## config.mk

```make
export PLATFORM = sky130hd
export DESIGN_NAME = ccei_top
export DESIGN_NICKNAME = d
export VERILOG_FILES = /design/src/hdl/ccei_top.v
export VERILOG_INCLUDE_DIRS = /design/src /design/src/hdl
export SDC_FILE = /design/constraint.sdc
export NUM_CORES = 1
export LEC_CHECK = 0
export CORE_MARGIN = 5
export CORE_UTILIZATION = 55
export DETAILED_ROUTE_END_ITERATION = 8
export DONT_BUFFER_PORTS = 1
export GPL_TIMING_DRIVEN = 0
export PLACE_DENSITY_LB_ADDON = 0.25
export SYNTH_ARGS = -nofsm -noshare
export SYNTH_HDL_FRONTEND = slang
export SYNTH_SLANG_ARGS = --single-unit
```

## constraint.sdc

```tcl
create_clock -name clk_sys -period 1.2 [get_ports clk_sys]
set_input_delay 0 -clock clk_sys [delete_from_list [all_inputs] [get_ports clk_sys]]
set_output_delay 0 -clock clk_sys [all_outputs]
set_load 0.01 [all_outputs]
```

## src/hdl/ccei_defines.vh

```
// Constants for the comparator control, edge flag and interrupt block.
// Assumes inclusion by bare name from the design file.
`ifndef CCEI_DEFINES_VH
`define CCEI_DEFINES_VH
// ==========================================================
// Register addresses and pages
`define CCEI_CTRL_ADDR     8'h88
`define CCEI_MODE_ADDR     8'h89
`define CCEI_PAGE_CMP0     8'h01
`define CCEI_PAGE_CMP1     8'h02
`define CCEI_PAGE_CMP2     8'h03
// ==========================================================
// Control register fields
`define CCEI_CTRL_ON       7
`define CCEI_CTRL_RESULT   6
`define CCEI_CTRL_RISE     5
`define CCEI_CTRL_FALL     4
`define CCEI_CTRL_HYP_HI   3
`define CCEI_CTRL_HYP_LO   2
`define CCEI_CTRL_HYN_HI   1
`define CCEI_CTRL_HYN_LO   0
// ==========================================================
// Mode register fields
`define CCEI_MODE_RIE      5
`define CCEI_MODE_FIE      4
`define CCEI_MODE_RT_HI    1
`define CCEI_MODE_RT_LO    0
// ==========================================================
// Reset values
`define CCEI_CTRL_RST      8'h00
`define CCEI_MODE_RST      8'h02
`define CCEI_HYST_RST      2'h0
`define CCEI_RT_RST        2'h2
`endif

```

## src/hdl/ccei_top.v

```verilog
// Control, status, edge flags and interrupt requests for three comparators.
// Assumes an 8-bit paged register port in the system clock domain and
// comparator outputs already synchronous to clk_sys.
// Functional notes
// - Enable bit 7 written one turns comparator on, zero turns it off.
// - Bit 6 shows the current comparator output, read without side effects.
// - A falling output edge sets the falling flag, bit 4.
// - A rising output edge sets the rising flag, bit 5.
// - Edge flags are sticky; only reset or software writing zero clears them.
// - Interrupts come from rising, falling or both edges per mode enables.
// - Requests reach the processor only if the extended enable is set.
// - Control bits 3 to 0 hold positive and negative hysteresis fields.
// - Negative field bits 1-0: off, 5, 10, 20 mV; code 11 largest.
// - Positive field bits 3-2 selects alike and drives the analog core.
// - A disabled comparator drives its pin output low.
// - Rising interrupt enable lives in mode register bit 5.
`include "ccei_defines.vh"
`timescale 1ns/1ns
`default_nettype none

module ccei_top
(
    // Clock and reset
    input  wire       clk_sys,
    input  wire       rst_n,
    // Register port
    input  wire [7:0] reg_page,
    input  wire [7:0] reg_addr,
    input  wire       reg_wr,
    input  wire       reg_rd,
    input  wire [7:0] reg_wdata,
    output reg  [7:0] reg_rdata,
    // Extended interrupt enables, one per comparator
    input  wire [2:0] extended_irq_enable_one,
    // Analog core
    input  wire [2:0] comparator_raw,
    output reg  [2:0] comparator_on,
    output reg  [5:0] positive_hyst_sel,
    output reg  [5:0] negative_hyst_sel,
    output reg  [5:0] response_sel,
    // Pin output and interrupt requests
    output reg  [2:0] comparator_pin,
    output reg  [2:0] comparator_irq
);

    // ==========================================================
    // Per comparator state
    reg  [2:0] rise_edge_flag;
    reg  [2:0] fall_edge_flag;
    reg  [2:0] rise_irq_enable;
    reg  [2:0] fall_irq_enable;
    reg  [2:0] comparator_result;
    reg  [2:0] result_prev;
    reg  [2:0] ctrl_hit;
    reg  [2:0] mode_hit;
    reg  [2:0] rise_pulse;
    reg  [2:0] fall_pulse;
    reg  [7:0] next_rdata;
    reg  [7:0] page_id;
    integer    i;
    integer    k;

    // Page decode and edge pulses
    always @*
    begin
        next_rdata = 8'h00;
        page_id    = 8'h00;
        ctrl_hit   = 3'h0;
        mode_hit   = 3'h0;
        rise_pulse = 3'h0;
        fall_pulse = 3'h0;
        // Own loop index, so the clocked process does not share a variable
        for (k = 0; k < 3; k = k + 1)
        begin
            page_id = (k == 0) ? `CCEI_PAGE_CMP0 : ((k == 1) ? `CCEI_PAGE_CMP1 : `CCEI_PAGE_CMP2);
            ctrl_hit[k] = (reg_page == page_id) && (reg_addr == `CCEI_CTRL_ADDR);
            mode_hit[k] = (reg_page == page_id) && (reg_addr == `CCEI_MODE_ADDR);
            rise_pulse[k] = comparator_result[k] & ~result_prev[k];
            fall_pulse[k] = ~comparator_result[k] & result_prev[k];
            if (ctrl_hit[k])
            begin
                next_rdata = {comparator_on[k], comparator_result[k],
                              rise_edge_flag[k], fall_edge_flag[k],
                              positive_hyst_sel[2*k+1], positive_hyst_sel[2*k],
                              negative_hyst_sel[2*k+1], negative_hyst_sel[2*k]};
            end
            if (mode_hit[k])
            begin
                next_rdata = {2'h0, rise_irq_enable[k], fall_irq_enable[k],
                              2'h0, response_sel[2*k+1], response_sel[2*k]};
            end
        end
    end

    // Registers, flags and outputs; set of a flag wins over a clear in the same cycle
    always @(posedge clk_sys)
    begin
        if (!rst_n)
        begin
            comparator_on     <= 3'h0;
            positive_hyst_sel <= 6'h00;
            negative_hyst_sel <= 6'h00;
            response_sel      <= {`CCEI_RT_RST, `CCEI_RT_RST, `CCEI_RT_RST};
            rise_irq_enable   <= 3'h0;
            fall_irq_enable   <= 3'h0;
            rise_edge_flag    <= 3'h0;
            fall_edge_flag    <= 3'h0;
            comparator_result <= 3'h0;
            result_prev       <= 3'h0;
            comparator_pin    <= 3'h0;
            comparator_irq    <= 3'h0;
            reg_rdata         <= 8'h00;
        end
        else
        begin
            // A disabled core reads as low so enabling can show a rising edge
            comparator_result <= comparator_raw & comparator_on;
            result_prev       <= comparator_result;
            comparator_pin    <= comparator_raw & comparator_on;
            reg_rdata         <= reg_rd ? next_rdata : reg_rdata;
            for (i = 0; i < 3; i = i + 1)
            begin
                if (reg_wr && ctrl_hit[i])
                begin
                    comparator_on[i]          <= reg_wdata[`CCEI_CTRL_ON];
                    positive_hyst_sel[2*i+1]  <= reg_wdata[`CCEI_CTRL_HYP_HI];
                    positive_hyst_sel[2*i]    <= reg_wdata[`CCEI_CTRL_HYP_LO];
                    negative_hyst_sel[2*i+1]  <= reg_wdata[`CCEI_CTRL_HYN_HI];
                    negative_hyst_sel[2*i]    <= reg_wdata[`CCEI_CTRL_HYN_LO];
                end
                if (reg_wr && mode_hit[i])
                begin
                    rise_irq_enable[i]   <= reg_wdata[`CCEI_MODE_RIE];
                    fall_irq_enable[i]   <= reg_wdata[`CCEI_MODE_FIE];
                    response_sel[2*i+1]  <= reg_wdata[`CCEI_MODE_RT_HI];
                    response_sel[2*i]    <= reg_wdata[`CCEI_MODE_RT_LO];
                end
                // Software may write either value; hardware only ever sets
                if (rise_pulse[i])
                    rise_edge_flag[i] <= 1'b1;
                else if (reg_wr && ctrl_hit[i])
                    rise_edge_flag[i] <= reg_wdata[`CCEI_CTRL_RISE];
                if (fall_pulse[i])
                    fall_edge_flag[i] <= 1'b1;
                else if (reg_wr && ctrl_hit[i])
                    fall_edge_flag[i] <= reg_wdata[`CCEI_CTRL_FALL];
                // Level request held while any enabled flag stays set and the extended enable is one
                comparator_irq[i] <= extended_irq_enable_one[i] &&
                    ((rise_edge_flag[i] && rise_irq_enable[i]) ||
                     (fall_edge_flag[i] && fall_irq_enable[i]));
            end
        end
    end

endmodule

`default_nettype wire

```

==> results of run 1 <==
[synth_stat cells, drive strengths merged, types with 2 or more instances]
library cell,count
nand2b,11
clkbuf,14
nand4,3
a21oi,24
and2,4
mux2,5
nor3b,3
dfxtp,50
and3,5
inv,4
a22oi,10
o2111ai,6
buf,5
a31oi,6
mux2i,3
or4b,2
nor2,6
o21ai,47
and4,2
nand2,22
nand3,32
nor4b,2
nor2b,3
[worst max-delay path by stage]
stage / from / end / slack (ns) / cells after the start
after floorplan: reg_addr[6] / fall_edge_flag[0] / 0.001 / 4
after global placement: reg_page[1] / rise_edge_flag[1] / -0.25 / 6
after detailed placement: reg_page[1] / comparator_on[1] / -0.31 / 6
after CTS: response_sel[4] / reg_rdata[0] / 0.002 / 4
after global routing: response_sel[4] / reg_rdata[0] / -0.03 / 4
final: response_sel[4] / reg_rdata[0] / 0.01 / 4
[stage by stage]
step / instances / utilization [%] / total power, uW / area (um2)
after global routing: 352 / 66.54 / 3221 / 2700
final: 352 / 66.54 / 3122 / 2700
after CTS: 352 / 65.96 / 3112 / 2676
after global placement: 328 / 58.80 / 1873 / 2386
after detailed placement: 328 / 58.80 / 1876 / 2386
after floorplan: 278 / - / 1824 / 2323
[worst max-delay path, delay by kind of cell (launching register included)]
family / cells / cell delay, ns
AOI/OAI and AO/OA: 3 / 0.58
DFF: 1 / 0.37
and+or+nand+nor: 1 / 0.14
[registers in the layout, indices dropped and copies added, names as in the netlist]
register	cells
reg_rdata	8
negative_hyst_sel	6
positive_hyst_sel	6
response_sel	6
comparator_irq	3
comparator_on	3
comparator_result	3
fall_edge_flag	3
fall_irq_enable	3
result_prev	3
rise_edge_flag	3
rise_irq_enable	3
[cell families after synthesis]
group	share of synthesized area, %
AOI/OAI and AO/OA	23.96
DFF	43.08
muxes	3.716
buffers and inverters	3.985
and+or+nand+nor	25.26
[report_power, final]
group	internal, uW	switching, uW	total (uW)	leakage, uW
Clock	667	548	1220	0.0000573
Sequential	1660	0.0155	1660	0.000403
Combinational	91.2	160	251	0.000426
[layout make-up]
type / count / area share [%]
Buffer: 19 / 3.058
Clock buffer: 6 / 3.058
Clock inverter: 1 / 1.112
Inverter: 4 / 0.5561
Multi-Input combinational cell: 205 / 46.39
Sequential cell: 50 / 37.21
Tap cell: 50 / 2.317
Timing Repair Buffer: 17 / 6.302
[per-layer routing]
layer	part of all wire, %	vias up
met5	0	-
met4	2.4	0
met3	11	16
met2	48	129
met1	38	1090
li1	-	1072
[timing repair]
action / in CTS / in global routing
hold endpoints to repair: 43 / 0
setup endpoints to repair: 1 / 29
resized for setup: 2 / 10
pin swaps: 1 / 2
hold buffers: 17 / 0
[layout by cell type (no fill, tap or decap), drive strengths merged, types with 4 or more instances in the layout]
master	instances
nand2	22
dlygate4sd3	17
nor2	6
a22oi	10
o21ai	47
buf	4
nand3	32
mux2	5
and3	5
clkbuf	21
dfxtp	50
inv	4
a31oi	6
o2111ai	6
nand2b	11
and2	4
a21oi	24
==> impl_metrics.yaml, run 1 <==
synthesis:
  synthesis.area_um2: 2323
  synth_top_area_share_pct: 43.08
  synth_area_per_cell_um2: 8.358
  yosys_warnings: 0
  async_reset_ff_share_pct: 0
  synthFlopType: "dfxtp_1"
  seq_area_frac_synth_pct: 43.08
  synth.distinct_cells: 34
  synth-edff-count: 0
  synth_cells: 278
  synth_area_leaders: "dfxtp_1, o21ai_0, nand3_1"
  yosysTopAreaCell: "dfxtp_1"
  synth-seq-cells: 50
  synth_nets: 312
sta:
  skew_ns: 0.005254
  rsz0062_at_grt: "true"
  hold_viol: 0
  post-route-period-util_pct: 98.97
  slew_violations: 0
  fmax_ghz: 0.8420
  whs_ns: 0.02749
  layout_setup_ws_ns: 0.01233
  relSlewSlack_pct: 55.86
  period_minus_slack_ns: 1.188
  setup_violations: 0
  tightest_slew_ns: 0.6597
  fin_setup_tns_ns: 0
hold_path:
  min_from: "reg_rd"
  hold_path.class: "in2reg"
  hold_depth: 3
  min_to: "reg_rdata[0]"
route:
  route.detailed.drc: 0
  drtPass1Iterations: 5
  drt-initial-drc-count: 200
  vias_per_cell: 6.554
  drt-total-wl_um: 7237
  drtAntennaViolNets: 0
  wl_per_cell_um: 20.56
  vias: 2307
floorplanning:
  fp.dieW_um: 75.00
  boundaryPins: 69
  die_area_um2: 5624
  start_util_pct: 57.26
  dieHeight_um: 75.00
  core_um2: 4058
  fp-row-count: 23
finish:
  nets: 336
  final-seq-area_um2: 1005
  fillers: 363
  synthToLayoutAreaGrowth_pct: 16.21
  antennaDiodeCount: 0
  multiInputGateArea_um2: 1252
  drive_gt1_share_pct: 10.26
setup_path:
  required_ns: 1.40
  setup.worst_path.class: "reg2reg"
  ff2ff_path_depth: 4
  ff2ff_setup_slack_ns: 0.01
  worstReg2RegEnd: "reg_rdata[0]"
  rr_startpoint: "response_sel[4]"
  end_kind: "flip-flop"
  cp_max_fo: 3
  arrival_ns: 1.39
  crit_path_max_incr_delay_ns: 0.37
  crit_chain: "nand2b_4 > a22o_1 > a221oi_2 > o21ai_1"
  cp-start-kind: "flip-flop"
  crit_slowest_cell: "dfxtp_4"
grt:
  antenna_found_initial: 0
  met3_usage_pct: 7.477
  grt_first_pass_wirelength_um: 11200
  met2_usage_pct: 43.33
  use_met1_pct: 34.16
  grt_usage_pct: 27.04
  gr-max-usage-layer: "met2"
  first_global_vias: 2184
  grt_max_degree: 15
  grt-ovfl-total: 0
clock_tree:
  numClockSinks: 50
  path_clk_slew_ns: 0.09
  cts_made_buffers: 5
  post_cts_buffers: 0
  worstSkewPairLatency_ns: 0.30
  htreeDepth: 2
  clk_path_buf_depth: 2
  clockRootBuffer: "clkbuf_8"
  cts_tree: "yes"
power:
  worst_ir_drop_vdd_mv: 0.7481
  p_leak_uw: 0.0008868
  p_per_area_nw_per_um2: 1156
place:
  place_congestion: 0.9211
  numPortBuffers: 0
  dp_hpwl_um: 5142
  pre_cts_slack_ns: -0.3115
job:
  cap_violations: 0
outcome:
  status: "complete, no violations"
Power figures use the tool's default switching activity.
==> run 2, diff against run 1 <==
clock period = 1.4 ns   (was 1.2 ns; I/O delays follow)
==> run 2 against run 1 <==
Global-route usage up 0.055 points. Via count increased by 0.87%. Register-to-register slack improved by 0.05 ns. Hold slack worse by 0.00061 ns. Maximum frequency down 11%. Sequential cell count did not move. Clock power down 15%. First-iteration DRC count shrank 9.5%. Utilization decreased by 0.77 points. Setup slack improved by 0.048 ns. Combinational power fell by 16%. Largest cell class unchanged. Largest power group unchanged. Highest routed layer unchanged.
==> impl_metrics.yaml, run 2 (synthesized netlist as in run 1, its figures left out) <==
outcome:
  status: "complete, no violations"
sta:
  layout_setup_ws_ns: 0.06000
  rsz0062_at_grt: "false"
  setup_violations: 0
  hold_viol: 0
  slew_violations: 0
  fmax_ghz: 0.7463
  skew_ns: 0.002321
  relSlewSlack_pct: 52.59
  post-route-period-util_pct: 95.71
  tightest_slew_ns: 0.7097
  whs_ns: 0.02688
  period_minus_slack_ns: 1.340
place:
  numPortBuffers: 0
  pre_cts_slack_ns: -0.1115
  placed_cell_area_um2: 2386
  dp_hpwl_um: 5142
  place_congestion: 0.9211
grt:
  use_met1_pct: 34.00
  grt-ovfl-total: 0
  gr-max-usage-layer: "met2"
  met3_usage_pct: 7.210
  first_global_vias: 2212
  antenna_found_initial: 0
  met2_usage_pct: 43.91
  grt_max_degree: 15
  grt_usage_pct: 27.09
  grt_first_pass_wirelength_um: 11240
setup_path:
  cp_max_fo: 3
  ff2ff_path_depth: 4
  ff2ff_setup_slack_ns: 0.06
  end_kind: "flip-flop"
  rr_startpoint: "response_sel[4]"
  crit_slowest_cell: "dfxtp_1"
  crit_chain: "nand2b_1 > a22o_1 > a221oi_1 > o21ai_0"
  crit_path_max_incr_delay_ns: 0.37
  setup.worst_path.class: "reg2reg"
  required_ns: 1.59
  critical_path_depth: 4
  crit_end: "reg_rdata[0]"
  worstReg2RegEnd: "reg_rdata[0]"
  startpoint: "response_sel[4]"
  arrival_ns: 1.53
  cp_top_family: "compound AO/OA/AOI/OAI gates"
  cp-start-kind: "flip-flop"
  path_buf_inv: 0
power:
  worst_ir_drop_vdd_mv: 0.6358
  p_leak_uw: 0.0008778
  finalPower_uw: 2677
  p_per_area_nw_per_um2: 1003
floorplanning:
  fp.dieW_um: 75.00
  dieHeight_um: 75.00
  die_area_um2: 5624
  start_util_pct: 57.26
  fp-row-count: 23
  core_um2: 4058
  boundaryPins: 69
clock_tree:
  post_cts_buffers: 0
  clk_path_buf_depth: 2
  cts_made_buffers: 5
  path_clk_slew_ns: 0.09
  numClockSinks: 50
  clockRootBuffer: "clkbuf_8"
  htreeDepth: 2
  worstSkewPairLatency_ns: 0.30
  cts_tree: "yes"
  cts_resized: 0
finish:
  synthToLayoutAreaGrowth_pct: 14.86
  largest_register_ffs: 8
  regMostFlops: "reg_rdata"
  antennaDiodeCount: 0
  final-seq-area_um2: 1001
  final_common_cell: "dfxtp_1"
  nets: 336
  fillers: 363
  final_cell_mix: "dfxtp_1, o21ai_0, nand3_1, a21oi_1, nand2_1"
  fin_util_pct: 65.77
  multiInputGateArea_um2: 1230
  fin_area_um2: 2669
  drive_gt1_share_pct: 7.947
route:
  route.detailed.drc: 0
  vias: 2327
  vias_per_cell: 6.611
  drt-initial-drc-count: 181
  drtAntennaViolNets: 0
  drt-total-wl_um: 7294
  drtPass1Iterations: 7
  wl_per_cell_um: 20.72
hold_path:
  hold_path.class: "in2reg"
job:
  cap_violations: 0
==> run 2: area by class of cell <==
type	instances	share of cell area, %
tap	50	2.344
clock buffer	6	3.094
multi-input combinational	205	46.09
timing repair buffer	17	6.376
inverter	4	0.5626
sequential	50	37.51
clock inverter	1	1.125
buffer	19	2.907
==> run 2: per-stage QoR <==
stage	setup TNS, ns	instances
global route	0	352
CTS	0	352
global placement	-0.3481	328
detailed placement	-1.779	328
floorplan	0	278
finish	0	352
==> run 2: layer usage <==
metal	wire, um	vias to the layer above
li1	-	1070
met1	2913	1105
met2	3457	134
met3	750	18
met4	173	0
met5	0	-
==> run 2: worst reg2reg max path, cell delays in order (launching register included) <==
cell	delay, ns
dfxtp_1	0.37
nand2b_1	0.18
a22o_1	0.18
a221oi_1	0.36
o21ai_0	0.13
==> run 2: worst min path at each step <==
| stage | startpoint | endpoint | slack, ns | depth (start not counted) |
|---|---|---|---|---|
| floorplan | extended_irq_enable_one[0] | comparator_irq[0] | 0.12 | 2 |
| global placement | extended_irq_enable_one[1] | comparator_irq[1] | 0.12 | 2 |
| detailed placement | extended_irq_enable_one[1] | comparator_irq[1] | 0.13 | 2 |
| CTS | reg_rd | reg_rdata[6] | 0.02 | 2 |
| global route | reg_addr[6] | reg_rdata[0] | 0.06 | 4 |
| finish | reg_addr[6] | reg_rdata[0] | 0.03 | 4 |
==> run 2: where the power goes <==
group | total [uW] | switching (uW) | internal (uW)
combinational | 212 | 137 | 75.2
sequential | 1420 | 0.0133 | 1420
clock | 1040 | 472 | 572
total | 2680 | 609 | 2070
==> run 2: repair_timing <==
action                                 in CTS  in global routing
endpoints found under the hold margin      43                  0
hold buffers                               17                  0
setup endpoints to repair                   0                  0
==> run 3, diff against run 2 <==
PLACE_DENSITY = 0.7   (was unset)
PLACE_DENSITY_LB_ADDON = unset   (was 0.25)
RECOVER_POWER = 100   (was unset)
==> run 3 against run 2 <==
Wire length shrank 2.0%. Global-route usage shrank 0.29 points. Count of clock-buffer cells in the layout grew 1. Die area is the same. Sequential power is essentially flat. Non-clock buffer count is the same. First-iteration DRC count grew 49%.
==> impl_metrics.yaml, run 3 (synthesized netlist as in run 1, its figures left out) <==
power:
  p_switching_uw: 590.4
  pwr-share-comb_pct: 8.7
  p_leak_uw: 0.0008530
  p_sw_share_pct: 24.29
  pwr-share-clk_pct: 32.8
  worst_ir_drop_vdd_mv: 0.5453
  power.internal_uw: 1841
  p_seq_share_pct: 58.4
  p_per_area_nw_per_um2: 923.9
sta:
  tightest_slew_ns: 0.6840
  period_minus_slack_ns: 1.360
  rsz0062_at_grt: "false"
  skew_ns: 0.005917
  hold_viol: 0
  relSlewSlack_pct: 54.23
  post-route-period-util_pct: 97.15
  setup_violations: 0
  slew_violations: 0
  fmax_ghz: 0.7352
  whs_ns: 0.02526
hold_path:
  hold_depth: 4
  hold_path.class: "in2reg"
  min_to: "reg_rdata[0]"
  min_from: "reg_addr[6]"
route:
  drt-total-wl_um: 7146
  drt-initial-drc-count: 270
  vias_per_cell: 6.616
  wl_per_cell_um: 20.30
  route.detailed.drc: 0
  drtPass1Iterations: 7
  vias: 2329
  drtAntennaViolNets: 0
setup_path:
  setup.worst_path.class: "reg2reg"
  rr_startpoint: "response_sel[4]"
  required_ns: 1.59
  cp_max_fo: 3
  cp-start-kind: "flip-flop"
  ff2ff_setup_slack_ns: 0.04
  cp_top_family: "compound AO/OA/AOI/OAI gates"
  crit_slowest_cell: "a221oi_1"
  arrival_ns: 1.55
  path_buf_inv: 0
  crit_chain: "nand2b_1 > a22o_1 > a221oi_1 > o21ai_0"
  end_kind: "flip-flop"
  ff2ff_path_depth: 4
  crit_path_max_incr_delay_ns: 0.38
  worstReg2RegEnd: "reg_rdata[0]"
job:
  cap_violations: 0
clock_tree:
  worstSkewPairLatency_ns: 0.30
  htreeDepth: 2
  clk_path_buf_depth: 2
  path_clk_slew_ns: 0.09
  clockRootBuffer: "clkbuf_8"
  cts_tree: "yes"
  cts_made_buffers: 5
  post_cts_buffers: 0
  numClockSinks: 50
floorplanning:
  boundaryPins: 69
  start_util_pct: 57.26
  fp-row-count: 23
  dieHeight_um: 75.00
  die_area_um2: 5624
  core_um2: 4058
  fp.dieW_um: 75.00
finish:
  fin_util_pct: 64.85
  nets: 336
  antennaDiodeCount: 0
  final_cell_mix: "dfxtp_1, o21ai_0, nand3_1, a21oi_1, nand2_1"
  largest_register_ffs: 8
  final_common_cell: "dfxtp_1"
  synthToLayoutAreaGrowth_pct: 13.25
  drive_gt1_share_pct: 6.623
  regMostFlops: "reg_rdata"
place:
  numPortBuffers: 0
  dp_hpwl_um: 5080
  place_congestion: 0.8604
outcome:
  status: "complete, no violations"
grt:
  grt-ovfl-total: 0
  antenna_found_initial: 0
  grt_usage_pct: 26.80
  grt_first_pass_wirelength_um: 11150
  grt_max_degree: 14
  first_global_vias: 2165
## run 3: cell types whose count changed in the layout (fill, tap and decap cells not counted)
cell	delta
bufinv_16	-1
clkbuf_8	-1
clkbuf_2	+4
clkbuf_1	+3
buf_2	-5
and2_1	-1
mux2_2	-1
mux2_1	+1
and2_0	+1
## run 3: how the worst max path moves through the flow
stage,end,depth (start not counted),from,slack [ns]
after CTS,reg_rdata[0],4,response_sel[4],0.08
final,reg_rdata[0],4,response_sel[4],0.04
after global routing,response_sel[5],6,reg_page[1],0.02
after floorplan,fall_edge_flag[0],4,reg_addr[6],0.20
after detailed placement,rise_edge_flag[1],6,reg_page[1],-0.07
after global placement,rise_edge_flag[1],6,reg_page[1],-0.09
## run 3: timing repair
item,CTS,global route
endpoints found under the hold margin,44,0
hold buffers,17,0
gates resized for setup,0,0
## run 3: area by class of cell
type | instances | area (um2)
buffer | 19 | 76.32
clock buffer | 7 | 76.32
tap | 50 | 62.56
fill | 373 | 1426
sequential | 50 | 1001
inverter | 4 | 15.01
multi-input combinational | 205 | 1230
timing repair buffer | 17 | 170.2
## run 3: worst register-to-register path: cells and delay by family (launching register included)
| family | cells | cell delay, ns |
|---|---|---|
| compound gates | 3 | 0.71 |
| flops | 1 | 0.37 |
| simple gates | 1 | 0.18 |
## run 3: power groups by stage
stage / clock network [uW] / registers, uW / logic [uW]
after global placement: 0 / 1450 / 154
after CTS: 807 / 1420 / 206
final: 798 / 1420 / 212
after detailed placement: 0 / 1450 / 154
after global routing: 870 / 1420 / 229
after floorplan: 0 / 1450 / 110
## run 3: per-stage QoR
stage | power [uW] | std cells | area [um2] | worst slack [ns] | TNS, ns
floorplan | 1564 | 278 | 2323 | 0.2014 | 0
global placement | 1608 | 328 | 2386 | -0.09319 | -1.085
detailed placement | 1608 | 328 | 2386 | -0.06665 | -0.8966
CTS | 2433 | 352 | 2633 | 0.08364 | 0
global route | 2519 | 352 | 2631 | 0.01767 | 0
finish | 2431 | 352 | 2631 | 0.03989 | 0
## run 3: per-layer routing
| metal | track usage, % | wire (um) | up-vias | part of all wire (%) |
|---|---|---|---|---|
| li1 | - | - | 1075 | - |
| met1 | 34.88 | 2932 | 1110 | 41 |
| met2 | 42.36 | 3298 | 125 | 46 |
| met3 | 5.741 | 693 | 19 | 9.7 |
| met4 | 12.65 | 222 | 0 | 3.1 |
| met5 | 0 | 0 | - | 0 |
